===== config.mk =====
export PLATFORM = sky130hd
export DESIGN_NAME = dual_vga_gain_control_port
export DESIGN_NICKNAME = d
export VERILOG_FILES = /design/src/inc/gain_port_pkg.sv /design/src/hdl/dual_vga_gain_control_port.sv /design/src/hdl/gain_hold.sv
export VERILOG_INCLUDE_DIRS = /design/src /design/src/inc
export SDC_FILE = /design/constraint.sdc
export NUM_CORES = 1
export LEC_CHECK = 0
export BUFFER_PORTS_ARGS = -buffer_cell sky130_fd_sc_hd__buf_4
export CAP_MARGIN = 40
export CORE_UTILIZATION = 47
export DETAILED_ROUTE_END_ITERATION = 10
export GPL_ROUTABILITY_DRIVEN = 1
export HOLD_SLACK_MARGIN = 0.05
export PLACE_DENSITY = 0.76
export SYNTH_ARGS = -nofsm -noshare
export SYNTH_HDL_FRONTEND = slang
export SYNTH_SLANG_ARGS = --single-unit

===== constraint.sdc =====
create_clock -name sys_clk_in -period 1.4 [get_ports sys_clk_in]
set_input_delay 0.07 -clock sys_clk_in [delete_from_list [all_inputs] [get_ports sys_clk_in]]
set_output_delay 0.07 -clock sys_clk_in [all_outputs]
set_load 0.005 [all_outputs]

===== src/inc/gain_port_cfg.svh =====
// constants for the dual channel gain control port
`ifndef GAIN_PORT_CFG_SVH
`define GAIN_PORT_CFG_SVH
`define GAIN_WORD_W 6
`define GAIN_RESET_WORD 6'h00
`define SHIFT_CNT_W 3
`define SHIFT_CNT_FULL 3'h6
`define GAIN_STEP_MDB 250
`endif


===== src/inc/gain_port_pkg.sv =====
// types for the dual channel gain control port
`include "gain_port_cfg.svh"
package gain_port_pkg;
    typedef logic [`GAIN_WORD_W-1:0] gain_word_t;
    typedef enum logic [1:0] {
        SER_IDLE = 2'b00,
        SER_SHIFT = 2'b01,
        SER_APPLY = 2'b11
    } ser_state_t;
endpackage : gain_port_pkg


===== src/hdl/dual_vga_gain_control_port.sv =====
// gain control front end for a dual channel programmable gain amplifier
//
// Contract
// - The block works only while chip_on is high and holds everything idle while it is low.
// - Each channel has its own path enable and only takes a gain word while that enable is high.
// - serial_select low picks parallel gain entry and high picks serial entry.
// - In parallel mode the six gain pins weigh 0.25, 0.5, 1, 2, 4 and 8 dB from lowest to highest.
// - In serial mode gain_w0 is chip select, gain_w1 serial data and gain_w2 serial clock.
// - In serial mode gain_w3 to gain_w5 have no effect.
`timescale 1ns/1ps
`include "gain_port_cfg.svh"
module dual_vga_gain_control_port (
    input wire logic sys_clk_in,
    input wire logic reset_in,
    input wire logic chip_on_in,
    input wire logic chan_a_path_on_in,
    input wire logic chan_b_path_on_in,
    input wire logic serial_select_in,
    input wire logic gain_w0_in,
    input wire logic gain_w1_in,
    input wire logic gain_w2_in,
    input wire logic gain_w3_in,
    input wire logic gain_w4_in,
    input wire logic gain_w5_in,
    output gain_port_pkg::gain_word_t chan_a_gain_out,
    output gain_port_pkg::gain_word_t chan_b_gain_out,
    output logic active_out,
    output logic serial_busy_out
);
    import gain_port_pkg::*;

    // ------------------------------------------------------------
    // pin roles
    // ------------------------------------------------------------
    logic cs_n;
    logic sdata;
    logic sclk;
    gain_word_t par_word;
    assign cs_n = gain_w0_in; // select is active low
    assign sdata = gain_w1_in;
    assign sclk = gain_w2_in;
    // binary weighted parallel word, gain_w0 = 0.25 dB
    assign par_word = {gain_w5_in, gain_w4_in, gain_w3_in, gain_w2_in, gain_w1_in, gain_w0_in};

    // ------------------------------------------------------------
    // serial clock edge and select tracking
    // ------------------------------------------------------------
    logic sclk_q;
    logic cs_n_q;
    // select idles high and serial clock low, so reset leaves no false edge
    always_ff @(posedge sys_clk_in) begin
        if (reset_in) begin
            sclk_q <= 1'b0;
            cs_n_q <= 1'b1;
        end else begin
            sclk_q <= sclk;
            cs_n_q <= cs_n;
        end
    end
    logic sclk_rise;
    logic cs_fall;
    logic cs_rise;
    // one cycle strobes for the serial clock rise and both select edges
    assign sclk_rise = sclk & ~sclk_q;
    assign cs_fall = ~cs_n & cs_n_q;
    assign cs_rise = cs_n & ~cs_n_q;

    // ------------------------------------------------------------
    // serial frame state machine
    // ------------------------------------------------------------
    ser_state_t state_q;
    ser_state_t state_d;
    logic ser_mode;
    // mode choice from the select pin, gated by the chip enable
    assign ser_mode = serial_select_in & chip_on_in;
    // next state; a select drop in the apply cycle is missed, so select must stay high two cycles
    always_comb begin
        state_d = state_q;
        case (state_q)
            SER_IDLE: begin
                if (ser_mode && cs_fall) begin
                    state_d = SER_SHIFT;
                end
            end
            SER_SHIFT: begin
                if (!ser_mode) begin
                    state_d = SER_IDLE;
                end else if (cs_rise) begin
                    state_d = SER_APPLY;
                end
            end
            SER_APPLY: state_d = SER_IDLE;
            default: state_d = SER_IDLE;
        endcase
    end
    always_ff @(posedge sys_clk_in) begin
        if (reset_in) begin
            state_q <= SER_IDLE;
        end else begin
            state_q <= state_d;
        end
    end

    // ------------------------------------------------------------
    // shift register and bit count
    // ------------------------------------------------------------
    gain_word_t shift_q;
    logic [`SHIFT_CNT_W-1:0] cnt_q;
    // the count stops at six, so an overlong frame keeps its last six bits
    // msb first shift on rising serial clock while selected
    always_ff @(posedge sys_clk_in) begin
        if (reset_in) begin
            shift_q <= `GAIN_RESET_WORD;
            cnt_q <= '0;
        end else if (state_q == SER_IDLE) begin
            cnt_q <= '0;
        end else if (state_q == SER_SHIFT && !cs_n && sclk_rise) begin
            shift_q <= {shift_q[`GAIN_WORD_W-2:0], sdata};
            if (cnt_q != `SHIFT_CNT_FULL) begin
                cnt_q <= cnt_q + 3'h1;
            end
        end
    end

    // ------------------------------------------------------------
    // word selection and channel loads
    // ------------------------------------------------------------
    logic ser_apply;
    gain_word_t next_word;
    logic load_a;
    logic load_b;
    // apply only a frame of at least six bits on select release
    assign ser_apply = (state_q == SER_APPLY) && (cnt_q == `SHIFT_CNT_FULL);
    // upper pins only ever feed the parallel word
    assign next_word = ser_mode ? shift_q : par_word;
    // nothing loads while the chip is off
    // per channel path enables gate the loads
    assign load_a = chip_on_in & chan_a_path_on_in & (ser_mode ? ser_apply : 1'b1);
    assign load_b = chip_on_in & chan_b_path_on_in & (ser_mode ? ser_apply : 1'b1);

    // both channels share one word; the path enables decide who takes it
    gain_hold u_hold_a (
        .sys_clk_in(sys_clk_in),
        .reset_in(reset_in),
        .load_in(load_a),
        .word_in(next_word),
        .word_out(chan_a_gain_out)
    );
    gain_hold u_hold_b (
        .sys_clk_in(sys_clk_in),
        .reset_in(reset_in),
        .load_in(load_b),
        .word_in(next_word),
        .word_out(chan_b_gain_out)
    );

    // status outputs
    // busy follows the next state so it rises on the edge that opens a frame
    always_ff @(posedge sys_clk_in) begin
        if (reset_in) begin
            active_out <= 1'b0;
            serial_busy_out <= 1'b0;
        end else begin
            active_out <= chip_on_in;
            serial_busy_out <= (state_d == SER_SHIFT);
        end
    end

    // ------------------------------------------------------------
    // checks
    // ------------------------------------------------------------
    a_off_holds_a: assert property (@(posedge sys_clk_in) disable iff (reset_in)
        !$past(chip_on_in) |-> $stable(chan_a_gain_out)) else $error("gain changed while chip off");
    a_path_b_hold: assert property (@(posedge sys_clk_in) disable iff (reset_in)
        !$past(chan_b_path_on_in) |-> $stable(chan_b_gain_out)) else $error("chan b changed while path off");
    a_par_follow: assert property (@(posedge sys_clk_in) disable iff (reset_in)
        (chip_on_in && chan_a_path_on_in && !serial_select_in) |=> chan_a_gain_out == $past(par_word))
        else $error("parallel word not taken");
    a_par_no_shift: assert property (@(posedge sys_clk_in) disable iff (reset_in)
        !serial_select_in |=> state_q == SER_IDLE || state_q == SER_APPLY) else $error("shift in parallel mode");
    a_ser_upper_ign: assert property (@(posedge sys_clk_in) disable iff (reset_in)
        ($past(ser_mode) && !$past(ser_apply)) |-> $stable(chan_a_gain_out)) else $error("serial gain moved early");
    a_ser_apply_b: assert property (@(posedge sys_clk_in) disable iff (reset_in)
        (ser_apply && ser_mode && chan_b_path_on_in) |=> chan_b_gain_out == $past(shift_q))
        else $error("serial word not applied");
    a_ser_shift_pin: assert property (@(posedge sys_clk_in) disable iff (reset_in)
        (state_q == SER_SHIFT && !cs_n && sclk_rise) |=> shift_q[0] == $past(sdata)) else $error("serial bit lost");
    a_apply_once: assert property (@(posedge sys_clk_in) disable iff (reset_in)
        state_q == SER_APPLY |=> state_q == SER_IDLE ##1 state_q != SER_APPLY) else $error("apply state repeated");

    // ------------------------------------------------------------
    // checks on both channels, the frame edges and the status
    // ------------------------------------------------------------
    // chip off freezes channel b too
    a_off_holds_b: assert property (@(posedge sys_clk_in) disable iff (reset_in)
        !$past(chip_on_in) |-> $stable(chan_b_gain_out)) else $error("chan b changed while chip off");
    // path a off freezes channel a
    a_path_a_hold: assert property (@(posedge sys_clk_in) disable iff (reset_in)
        !$past(chan_a_path_on_in) |-> $stable(chan_a_gain_out)) else $error("chan a changed while path off");
    // parallel word reaches channel b
    a_par_follow_b: assert property (@(posedge sys_clk_in) disable iff (reset_in)
        (chip_on_in && chan_b_path_on_in && !serial_select_in) |=> chan_b_gain_out == $past(par_word))
        else $error("parallel word not taken on b");
    // chip off closes any open frame
    a_off_no_frame: assert property (@(posedge sys_clk_in) disable iff (reset_in)
        !chip_on_in |=> state_q == SER_IDLE) else $error("frame open while chip off");
    // a complete frame reaches channel a
    a_ser_apply_a: assert property (@(posedge sys_clk_in) disable iff (reset_in)
        (ser_apply && ser_mode && chan_a_path_on_in) |=> chan_a_gain_out == $past(shift_q))
        else $error("serial word not applied on a");
    // a short frame changes no gain
    a_short_drop: assert property (@(posedge sys_clk_in) disable iff (reset_in)
        (state_q == SER_APPLY && cnt_q != `SHIFT_CNT_FULL && ser_mode)
        |=> $stable(chan_a_gain_out) && $stable(chan_b_gain_out)) else $error("short frame applied");
    // active follows the chip enable one cycle late
    a_active_follow: assert property (@(posedge sys_clk_in) disable iff (reset_in)
        chip_on_in |=> active_out) else $error("active missing while chip on");
    // active drops one cycle after the chip enable
    a_active_low: assert property (@(posedge sys_clk_in) disable iff (reset_in)
        !chip_on_in |=> !active_out) else $error("active set while chip off");
endmodule : dual_vga_gain_control_port


===== src/hdl/gain_hold.sv =====
// per channel gain word holding register
`timescale 1ns/1ps
`include "gain_port_cfg.svh"
module gain_hold (
    input wire logic sys_clk_in,
    input wire logic reset_in,
    input wire logic load_in,
    input wire gain_port_pkg::gain_word_t word_in,
    output gain_port_pkg::gain_word_t word_out
);
    import gain_port_pkg::*;
    // holding register, cleared by reset
    always_ff @(posedge sys_clk_in) begin
        if (reset_in) begin
            word_out <= `GAIN_RESET_WORD;
        end else if (load_in) begin
            word_out <= word_in;
        end
    end
endmodule : gain_hold


==> flow_metrics.env, run 1 <==
export IMPL_outcome="complete, no violations"
export IMPL_synth_seq_cells=27
export IMPL_reg2reg_to="cnt_q[0]$_SDFFE_PP0P_"
export IMPL_synthFlopType="dfxtp_1"
export IMPL_dp_hpwl_um=1830
export IMPL_grt_max_degree=17
export IMPL_powerDensity_mw_per_mm2=829
export IMPL_synthArstFlopShare_pct=0
export IMPL_area_growth_pct=26.4
export IMPL_r2r_slack_ns=0.05
export IMPL_clkTransAtPathRegs_ns=0.15
export IMPL_synthesis_nets=140
export IMPL_die_area_sq_mm=0.00277
export IMPL_dr_pass1_iters=4
export IMPL_cp_start_kind="register"
export IMPL_r2r_cells=6
export IMPL_chipHeight_um=52.6
export IMPL_cpLargestDelayFamily="flip-flops"
export IMPL_grt_usage_pct=19.6
export IMPL_rr_startpoint="cnt_q[0]$_SDFFE_PP0P_"
export IMPL_pin_count=26
export IMPL_synthCells=126
export IMPL_min_from="chip_on_in"
export IMPL_finalSetupTns_ns=0
export IMPL_grt_setup_unrepaired="false"
export IMPL_floorplan_initialDensity_pct=52.0
export IMPL_irDropWorstVdd_mv=0.546
export IMPL_drtIter0Drc=19
export IMPL_vias=1042
export IMPL_grt_pass1_vias=929
export IMPL_min_path_cells=2
export IMPL_drc_errors=0
export IMPL_synth_distinct_cells=32
export IMPL_dp_cells=179
export IMPL_critPathMaxStageDelay_ns=0.36
export IMPL_cp_slowest_cell="dfxtp_2"
export IMPL_final_hold_viol_count=0
export IMPL_synth_area_sq_mm=0.00120
export IMPL_hp_class="input port to register"
export IMPL_yosysSeqAreaShare_pct=44.9
export IMPL_postPlaceCellArea_sq_mm=0.00144
export IMPL_wl_per_cell_um=13.6
export IMPL_setup_viol=0
export IMPL_syn_avg_cell_area_sq_um=9.56
export IMPL_ys_warn_count=0
export IMPL_grt_pass1_wl_um=3950
export IMPL_p_leak_nw=0.692
export IMPL_fillers=195
export IMPL_drive_gt1_share_pct=28.9
export IMPL_place_gp_congestion=0.840
export IMPL_root_buffer="clkbuf_4"
export IMPL_vias_per_cell=5.57
export IMPL_nNetsFinal=174
export IMPL_fin_worst_skew_ns=0.00952
export IMPL_io_buffers=25
export IMPL_n_antenna_cell=0
export IMPL_grt_overflow_total=0
export IMPL_worstSetupEndpointType="register"
export IMPL_cts_setup_buffers=0
export IMPL_cts_tree="done"
export IMPL_antenna_found_initial=0
export IMPL_maxSlewHeadroom_pct=76.2
export IMPL_htree_levels=1
export IMPL_die_w_um=52.6
export IMPL_crit_fanout=2
export IMPL_fmax_mhz=739
export IMPL_finalNonFillerCells=187
export IMPL_path_class="register to register"
export IMPL_crit_arrival_ns=1.58
export IMPL_finalCritPeriodShare_pct=96.7
export IMPL_fin_ws_ns=0.0465
export IMPL_rows=17
export IMPL_required_ns=1.63
export IMPL_wl_um=2540
export IMPL_clk_latency_ns=0.32
export IMPL_ant_nets=0
export IMPL_path_depth=6
export IMPL_worst_path_buf_inv=2
export IMPL_hold_path_end="active_out$_SDFF_PP0_"
export IMPL_synth_edf_count=0
export IMPL_path_cells="inv_2 -> ha_2 -> buf_4 -> nand2_2 -> and3_4 -> mux2_4"
export IMPL_power_total_mw=1.26
export IMPL_clock_path_buffers=2
export IMPL_slew_violations=0
export IMPL_cap_viol_max_count=0
export IMPL_cts_sinks=27
export IMPL_fin_area_sq_mm=0.00152
export IMPL_tightest_slew_ns=0.353
export IMPL_post_route_min_period_ns=1.35
export IMPL_numCtsBuffers=3
export IMPL_post_place_ws_ns=-0.0550
export IMPL_core_area_sq_mm=0.00232
[cell type report]
| cell class | instances | area (sq um) | area share, % |
|---|---|---|---|
| clock buffers | 3 | 22.5 | 1.48 |
| clock inverters | 1 | 5.00 | 0.329 |
| inverters | 5 | 18.8 | 1.23 |
| multi-input cells | 88 | 627 | 41.2 |
| flip-flops and latches | 27 | 542 | 35.6 |
| well taps | 28 | 35.0 | 2.30 |
| repair buffers | 35 | 273 | 17.9 |
[through the flow]
stage          utilization (%)  hold WS, ns
3_5_place_dp              62.0        0.314
5_1_grt                   65.7       0.0946
2_1_floorplan                -        0.182
6_report                  65.7        0.116
4_1_cts                   65.0        0.105
3_3_place_gp              62.0        0.309
[registers in the layout (all words and copies together) (netlist names)]
signal and cells:
state_q 2, serial_busy_out 1, shift_q 6, u_hold_b.word_out 6, cs_n_q 1, active_out 1, u_hold_a.word_out 6, sclk_q 1
cnt_q 3
[worst max path at each step]
stage,from,end,slack (ns)
finish,cnt_q[0]$_SDFFE_PP0P_,cnt_q[0]$_SDFFE_PP0P_,0.05
global route,state_q[1]$_SDFF_PP0_,cnt_q[0]$_SDFFE_PP0P_,0.005
CTS,cnt_q[0]$_SDFFE_PP0P_,cnt_q[0]$_SDFFE_PP0P_,0.002
detailed placement,cnt_q[0]$_SDFFE_PP0P_,u_hold_a.word_out[2]$_SDFFE_PP0P_,-0.05
global placement,cnt_q[0]$_SDFFE_PP0P_,u_hold_a.word_out[1]$_SDFFE_PP0P_,-0.03
floorplan,cnt_q[0]$_SDFFE_PP0P_,u_hold_a.word_out[0]$_SDFFE_PP0P_,0.007
[where the power goes]
group	internal, mW	switching (mW)	leakage (nW)
sequential	0.785	0.00910	0.220
combinational	0.0726	0.0645	0.454
clock	0.107	0.224	0.0177
[cell usage after synthesis (all sizes together), types with 2 or more instances]
cell | instances | area, sq um
dfxtp | 27 | 541
nand2 | 15 | 56.3
mux2i | 12 | 120
o21ai | 12 | 60.1
and3 | 8 | 55.1
a21oi | 7 | 35.0
a21boi | 6 | 45.0
nand3 | 6 | 30.0
buf | 5 | 32.5
inv | 3 | 11.3
nor2b | 3 | 18.8
a31oi | 2 | 12.5
clkinv | 2 | 7.51
ha | 2 | 25.0
nor2 | 2 | 7.51
o211ai | 2 | 42.5
[layer usage]
layer  global-route usage, %  share of wire (%)
met5                       0                  0
met4                    8.77                1.4
met3                    2.90                4.5
met2                    34.8                 48
met1                    22.8                 46
[what timing repair did]
item	CTS	global route
setup endpoints to repair	13	12
hold endpoints to repair	10	0
hold buffers	4	0
resized for setup	2	5
pin swaps	3	1
[cells by family after synthesis]
logic type | after synthesis | share of synthesized area [%]
AO/OA/AOI/OAI | 31 | 17.4
adder cells (fa/ha/maj) | 3 | 2.91
buffers and inverters | 11 | 4.57
flip-flops | 27 | 44.9
multiplexers | 13 | 11.2
AND/OR/NAND/NOR | 41 | 19.0
[layout by cell type, fill, tap and decap left out, types with 2 or more instances in the layout]
master / count
nor2_1: 2
inv_1: 2
nand3_1: 6
buf_4: 31
o211ai_4: 2
nor2b_1: 3
clkinv_1: 2
dfxtp_1: 26
and3_1: 7
a21oi_1: 7
mux2i_1: 12
o21ai_0: 12
nand2_1: 14
dlygate4sd3_1: 4
a31oi_1: 2
a21boi_0: 6
clkbuf_4: 3
Power figures use the tool's default switching activity.
==> run 2: changes to the inputs <==
- PLACE_DENSITY: 0.76 -> 0.73
==> run 2 against run 1 <==
  * Fmax fell by 0.28%
  * Utilization rose by 0.22 points
  * Critical endpoint is now u_hold_a.word_out[4]$_SDFFE_PP0P_
  * Critical path type unchanged
  * Combinational power barely moved
  * Highest routed layer unchanged
==> flow_metrics.env, run 2 (synthesis gave the netlist of run 1 again) <==
export IMPL_reg_largest_list="shift_q: 6 flops, u_hold_a.word_out: 6 flops, u_hold_b.word_out: 6 flops"
export IMPL_vias=1026
export IMPL_drc_errors=0
export IMPL_maxSlewHeadroom_pct=77.2
export IMPL_cts_tree="done"
export IMPL_antenna_found_initial=0
export IMPL_numCtsBuffers=3
export IMPL_setup_viol=0
export IMPL_clk_latency_ns=0.32
export IMPL_area_growth_pct=26.8
export IMPL_fin_ws_ns=0.0427
export IMPL_fin_worst_skew_ns=0.00555
export IMPL_min_path_cells=2
export IMPL_dp_cells=180
export IMPL_critPathMaxStageDelay_ns=0.36
export IMPL_grt_setup_unrepaired="true"
export IMPL_finalSetupTns_ns=0
export IMPL_crit_arrival_ns=1.62
export IMPL_p_leak_nw=0.695
export IMPL_final_hold_viol_count=0
export IMPL_ant_nets=0
export IMPL_grt_max_degree=16
export IMPL_die_w_um=52.6
export IMPL_root_buffer="clkbuf_4"
export IMPL_finalCritPeriodShare_pct=97.0
export IMPL_outcome="complete, no violations"
export IMPL_clkTransAtPathRegs_ns=0.14
export IMPL_core_area_sq_mm=0.00232
export IMPL_tightest_slew_ns=0.340
export IMPL_io_buffers=25
export IMPL_r2r_slack_ns=0.04
export IMPL_r2r_cells=5
export IMPL_crit_fanout=6
export IMPL_n_antenna_cell=0
export IMPL_clock_path_buffers=2
export IMPL_rows=17
export IMPL_powerDensity_mw_per_mm2=826
export IMPL_vias_per_cell=5.46
export IMPL_dr_pass1_iters=4
export IMPL_floorplan_initialDensity_pct=52.0
export IMPL_slew_violations=0
export IMPL_die_area_sq_mm=0.00277
export IMPL_cp_start_kind="register"
export IMPL_htree_levels=1
export IMPL_chipHeight_um=52.6
export IMPL_irDropWorstVdd_mv=0.782
export IMPL_fmax_mhz=737
export IMPL_drive_gt1_share_pct=28.1
export IMPL_cts_sinks=27
export IMPL_wl_per_cell_um=14.5
export IMPL_final_common_cell="buf_4"
export IMPL_rr_startpoint="cnt_q[0]$_SDFFE_PP0P_"
export IMPL_cp_slowest_cell="dfxtp_2"
export IMPL_min_from="chip_on_in"
export IMPL_drtIter0Drc=9
export IMPL_dp_hpwl_um=2060
export IMPL_cts_setup_buffers=0
export IMPL_post_place_ws_ns=-0.0506
export IMPL_place_gp_congestion=0.830
export IMPL_cap_viol_max_count=0
export IMPL_finalNonFillerCells=188
export IMPL_path_cells="inv_2 -> ha_4 -> and4_4 -> o211ai_4 -> mux2i_1"
export IMPL_worstSetupEndpointType="register"
export IMPL_path_class="register to register"
export IMPL_startpoint="cnt_q[0]$_SDFFE_PP0P_"
export IMPL_required_ns=1.66
export IMPL_hp_class="input port to register"
export IMPL_fin_area_sq_mm=0.00153
export IMPL_wl_um=2730
export IMPL_grt_pass1_wl_um=4360
export IMPL_postPlaceCellArea_sq_mm=0.00144
export IMPL_layout_common_cells="buf_4, dfxtp_1, nand2_1"
export IMPL_grt_pass1_vias=982
export IMPL_post_route_min_period_ns=1.36
export IMPL_grt_overflow_total=0
export IMPL_grt_usage_pct=22.1
export IMPL_pin_count=26
export IMPL_nNetsFinal=175
[run 2: per-stage QoR]
stage / util, % / hold WS [ns] / power, mW
floorplan: - / 0.182 / 0.876
detailed placement: 62.3 / 0.326 / 0.942
global placement: 62.3 / 0.311 / 0.936
finish: 65.9 / 0.102 / 1.26
CTS: 65.8 / 0.0926 / 1.28
global route: 65.9 / 0.0862 / 1.32
[run 2: area by class of cell]
| cell class | count | area [sq um] |
|---|---|---|
| inverters | 5 | 18.8 |
| fillers | 202 | 791 |
| clock buffers | 4 | 26.3 |
| flip-flops and latches | 27 | 544 |
| well taps | 28 | 35.0 |
| repair buffers | 36 | 280 |
| multi-input cells | 88 | 623 |
[run 2: repair_timing]
| item | in CTS | in global routing |
|---|---|---|
| pin swaps | 1 | 1 |
| resized for setup | 5 | 2 |
| setup endpoints to repair | 12 | 11 |
| endpoints found under the hold margin | 10 | 0 |
| hold buffers | 4 | 0 |
| cloned | 0 | 0 |
[run 2: power breakdown]
part | switching, mW | leakage [nW] | internal, mW | total (mW)
Sequential | 0.00934 | 0.221 | 0.785 | 0.794
Clock | 0.217 | 0.0150 | 0.112 | 0.329
Combinational | 0.0649 | 0.459 | 0.0738 | 0.139
Total | 0.291 | 0.695 | 0.970 | 1.26
[run 2: worst max-delay path, delay by kind of cell, from the launching register on]
| family | cells | cell delay (ns) |
|---|---|---|
| buf+inv | 1 | 0.05 |
| fa+ha+maj | 1 | 0.15 |
| flops | 1 | 0.36 |
| compound gates | 1 | 0.31 |
| mux | 1 | 0.23 |
| simple gates | 1 | 0.20 |
[run 2: final timing paths]
kind	to
worst max-delay path	u_hold_a.word_out[4]$_SDFFE_PP0P_
worst min-delay path	active_out$_SDFF_PP0_
worst max register to register	u_hold_a.word_out[4]$_SDFFE_PP0P_
worst min register to register	u_hold_b.word_out[4]$_SDFFE_PP0P_
[run 2: per-layer routing]
metal  up-vias  share of wire, %  GRT usage (%)
met5         -                 0              0
met1       470                44           24.8
met4         0               2.5           8.33
met2        32                49           38.8
met3         9               4.6           6.67
li1        515                 -              -
==> run 3: changes to the inputs <==
- CORE_MARGIN: unset -> 8
==> run 3 against run 2 <==
  * Sequential power hardly changed
  * Wire length decreased by 3.3%
  * First-iteration DRC count grew to 3.7 times the previous value
  * Clock power rose by 2%
  * Utilization is 3.1 points lower
  * Worst hold slack improved by 0.013 ns
  * Register-to-register slack hardly changed
  * Via count down 2.1%
==> flow_metrics.env, run 3 (synthesis gave the netlist of run 1 again) <==
export IMPL_vias_per_cell=5.26
export IMPL_drive_gt1_share_pct=29.2
export IMPL_grt_max_degree=20
export IMPL_multi_input_area_sq_um=623
export IMPL_fillers=220
export IMPL_post_place_ws_ns=-0.0727
export IMPL_final_core_util_pct=62.8
export IMPL_pin_count=26
export IMPL_n_antenna_cell=0
export IMPL_path_class="register to register"
export IMPL_worstSetupEndpointType="register"
export IMPL_chipHeight_um=66.6
export IMPL_setup_viol=0
export IMPL_grt_overflow_total=0
export IMPL_clock_path_buffers=2
export IMPL_outcome="complete, no violations"
export IMPL_vias=1004
export IMPL_reg_largest_list="shift_q: 6 flops, u_hold_a.word_out: 6 flops, u_hold_b.word_out: 6 flops"
export IMPL_fmax_mhz=745
export IMPL_dp_cells=183
export IMPL_ant_nets=0
export IMPL_area_growth_pct=27.9
export IMPL_place_gp_congestion=0.811
export IMPL_grt_pass1_wl_um=4330
export IMPL_wl_per_cell_um=13.8
export IMPL_crit_arrival_ns=1.56
export IMPL_postPlaceCellArea_sq_mm=0.00145
export IMPL_post_route_min_period_ns=1.34
export IMPL_die_w_um=66.6
export IMPL_cap_viol_max_count=0
export IMPL_power_total_mw=1.26
export IMPL_final_common_cell="buf_4"
export IMPL_startpoint="cnt_q[0]$_SDFFE_PP0P_"
export IMPL_hp_class="input port to register"
export IMPL_cts_setup_buffers=0
export IMPL_reg2reg_to="cnt_q[0]$_SDFFE_PP0P_"
export IMPL_whs_ns=0.116
export IMPL_r2r_slack_ns=0.06
export IMPL_cts_sinks=27
export IMPL_irDropWorstVdd_mv=0.661
export IMPL_drtIter0Drc=33
export IMPL_required_ns=1.62
export IMPL_wl_um=2650
export IMPL_io_buffers=25
export IMPL_finalNonFillerCells=191
export IMPL_tightest_slew_ns=0.328
export IMPL_fin_area_sq_mm=0.00154
export IMPL_slew_violations=0
export IMPL_crit_fanout=2
export IMPL_die_area_sq_mm=0.00444
export IMPL_core_area_sq_mm=0.00245
export IMPL_fin_ws_ns=0.0573
export IMPL_nNetsFinal=176
export IMPL_drc_errors=0
export IMPL_grt_setup_unrepaired="false"
export IMPL_clk_latency_ns=0.32
export IMPL_rr_startpoint="cnt_q[0]$_SDFFE_PP0P_"
export IMPL_finalCritPeriodShare_pct=95.9
export IMPL_r2r_cells=6
export IMPL_htree_levels=1
export IMPL_finalSetupTns_ns=0
export IMPL_final_hold_viol_count=0
export IMPL_root_buffer="clkbuf_4"
export IMPL_numCtsBuffers=3
export IMPL_p_leak_nw=0.702
export IMPL_seq_area_sq_um=543
export IMPL_clkTransAtPathRegs_ns=0.14
export IMPL_floorplan_initialDensity_pct=49.1
export IMPL_cts_tree="done"
export IMPL_powerDensity_mw_per_mm2=820
export IMPL_antenna_found_initial=0
export IMPL_grt_pass1_vias=956
export IMPL_cp_start_kind="register"
export IMPL_dp_hpwl_um=1960
export IMPL_grt_usage_pct=12.3
export IMPL_fin_worst_skew_ns=0.0103
export IMPL_layout_common_cells="buf_4, dfxtp_1, nand2_1"
export IMPL_rows=18
export IMPL_dr_pass1_iters=4
export IMPL_worstSetupEndpoint="cnt_q[0]$_SDFFE_PP0P_"
export IMPL_maxSlewHeadroom_pct=78.0
[run 3: final cells by class]
| type | instances | share of cell area [%] |
|---|---|---|
| Clock buffer | 3 | 1.46 |
| Clock inverter | 1 | 0.325 |
| Inverter | 5 | 1.46 |
| Multi-Input combinational cell | 88 | 40.4 |
| Sequential cell | 27 | 35.2 |
| Tap cell | 30 | 2.44 |
| Timing Repair Buffer | 37 | 18.7 |
[run 3: how the worst min path moves through the flow]
| stage | depth (start not counted) | slack (ns) | end | startpoint |
|---|---|---|---|---|
| floorplan | 2 | 0.18 | cs_n_q$_SDFF_PP1_ | gain_w0_in |
| global placement | 3 | 0.31 | cs_n_q$_SDFF_PP1_ | gain_w0_in |
| detailed placement | 2 | 0.31 | sclk_q$_SDFF_PP0_ | gain_w2_in |
| CTS | 2 | 0.10 | active_out$_SDFF_PP0_ | chip_on_in |
| global route | 2 | 0.11 | active_out$_SDFF_PP0_ | chip_on_in |
| finish | 2 | 0.12 | active_out$_SDFF_PP0_ | chip_on_in |
[run 3: where the power goes]
| part | switching (mW) | leakage [nW] | internal, mW |
|---|---|---|---|
| Sequential | 0.00894 | 0.220 | 0.785 |
| Combinational | 0.0641 | 0.464 | 0.0720 |
| Clock | 0.228 | 0.0177 | 0.107 |
| Total | 0.301 | 0.702 | 0.964 |
[run 3: layer usage]
layer	up-vias	share of wire, %	track usage [%]	wire (um)
met3	2	5.9	2.85	157
met4	0	0.57	4.00	15
met5	-	0	0	0
met1	468	45	14.5	1190
met2	19	49	21.1	1290
li1	515	-	-	-
[run 3: worst max-delay path, stage by stage (launching register included)]
cell     delay [ns]
dfxtp_2        0.36
inv_2          0.05
ha_4           0.15
buf_4          0.13
nand2_1        0.08
and3_4         0.19
mux2_4         0.29
[run 3: timing repair]
item	in CTS	in global routing
hold endpoints to repair	9	0
resized for setup	3	4
pin swaps	2	2
hold buffers	4	0
setup endpoints to repair	13	11
cloned	0	0
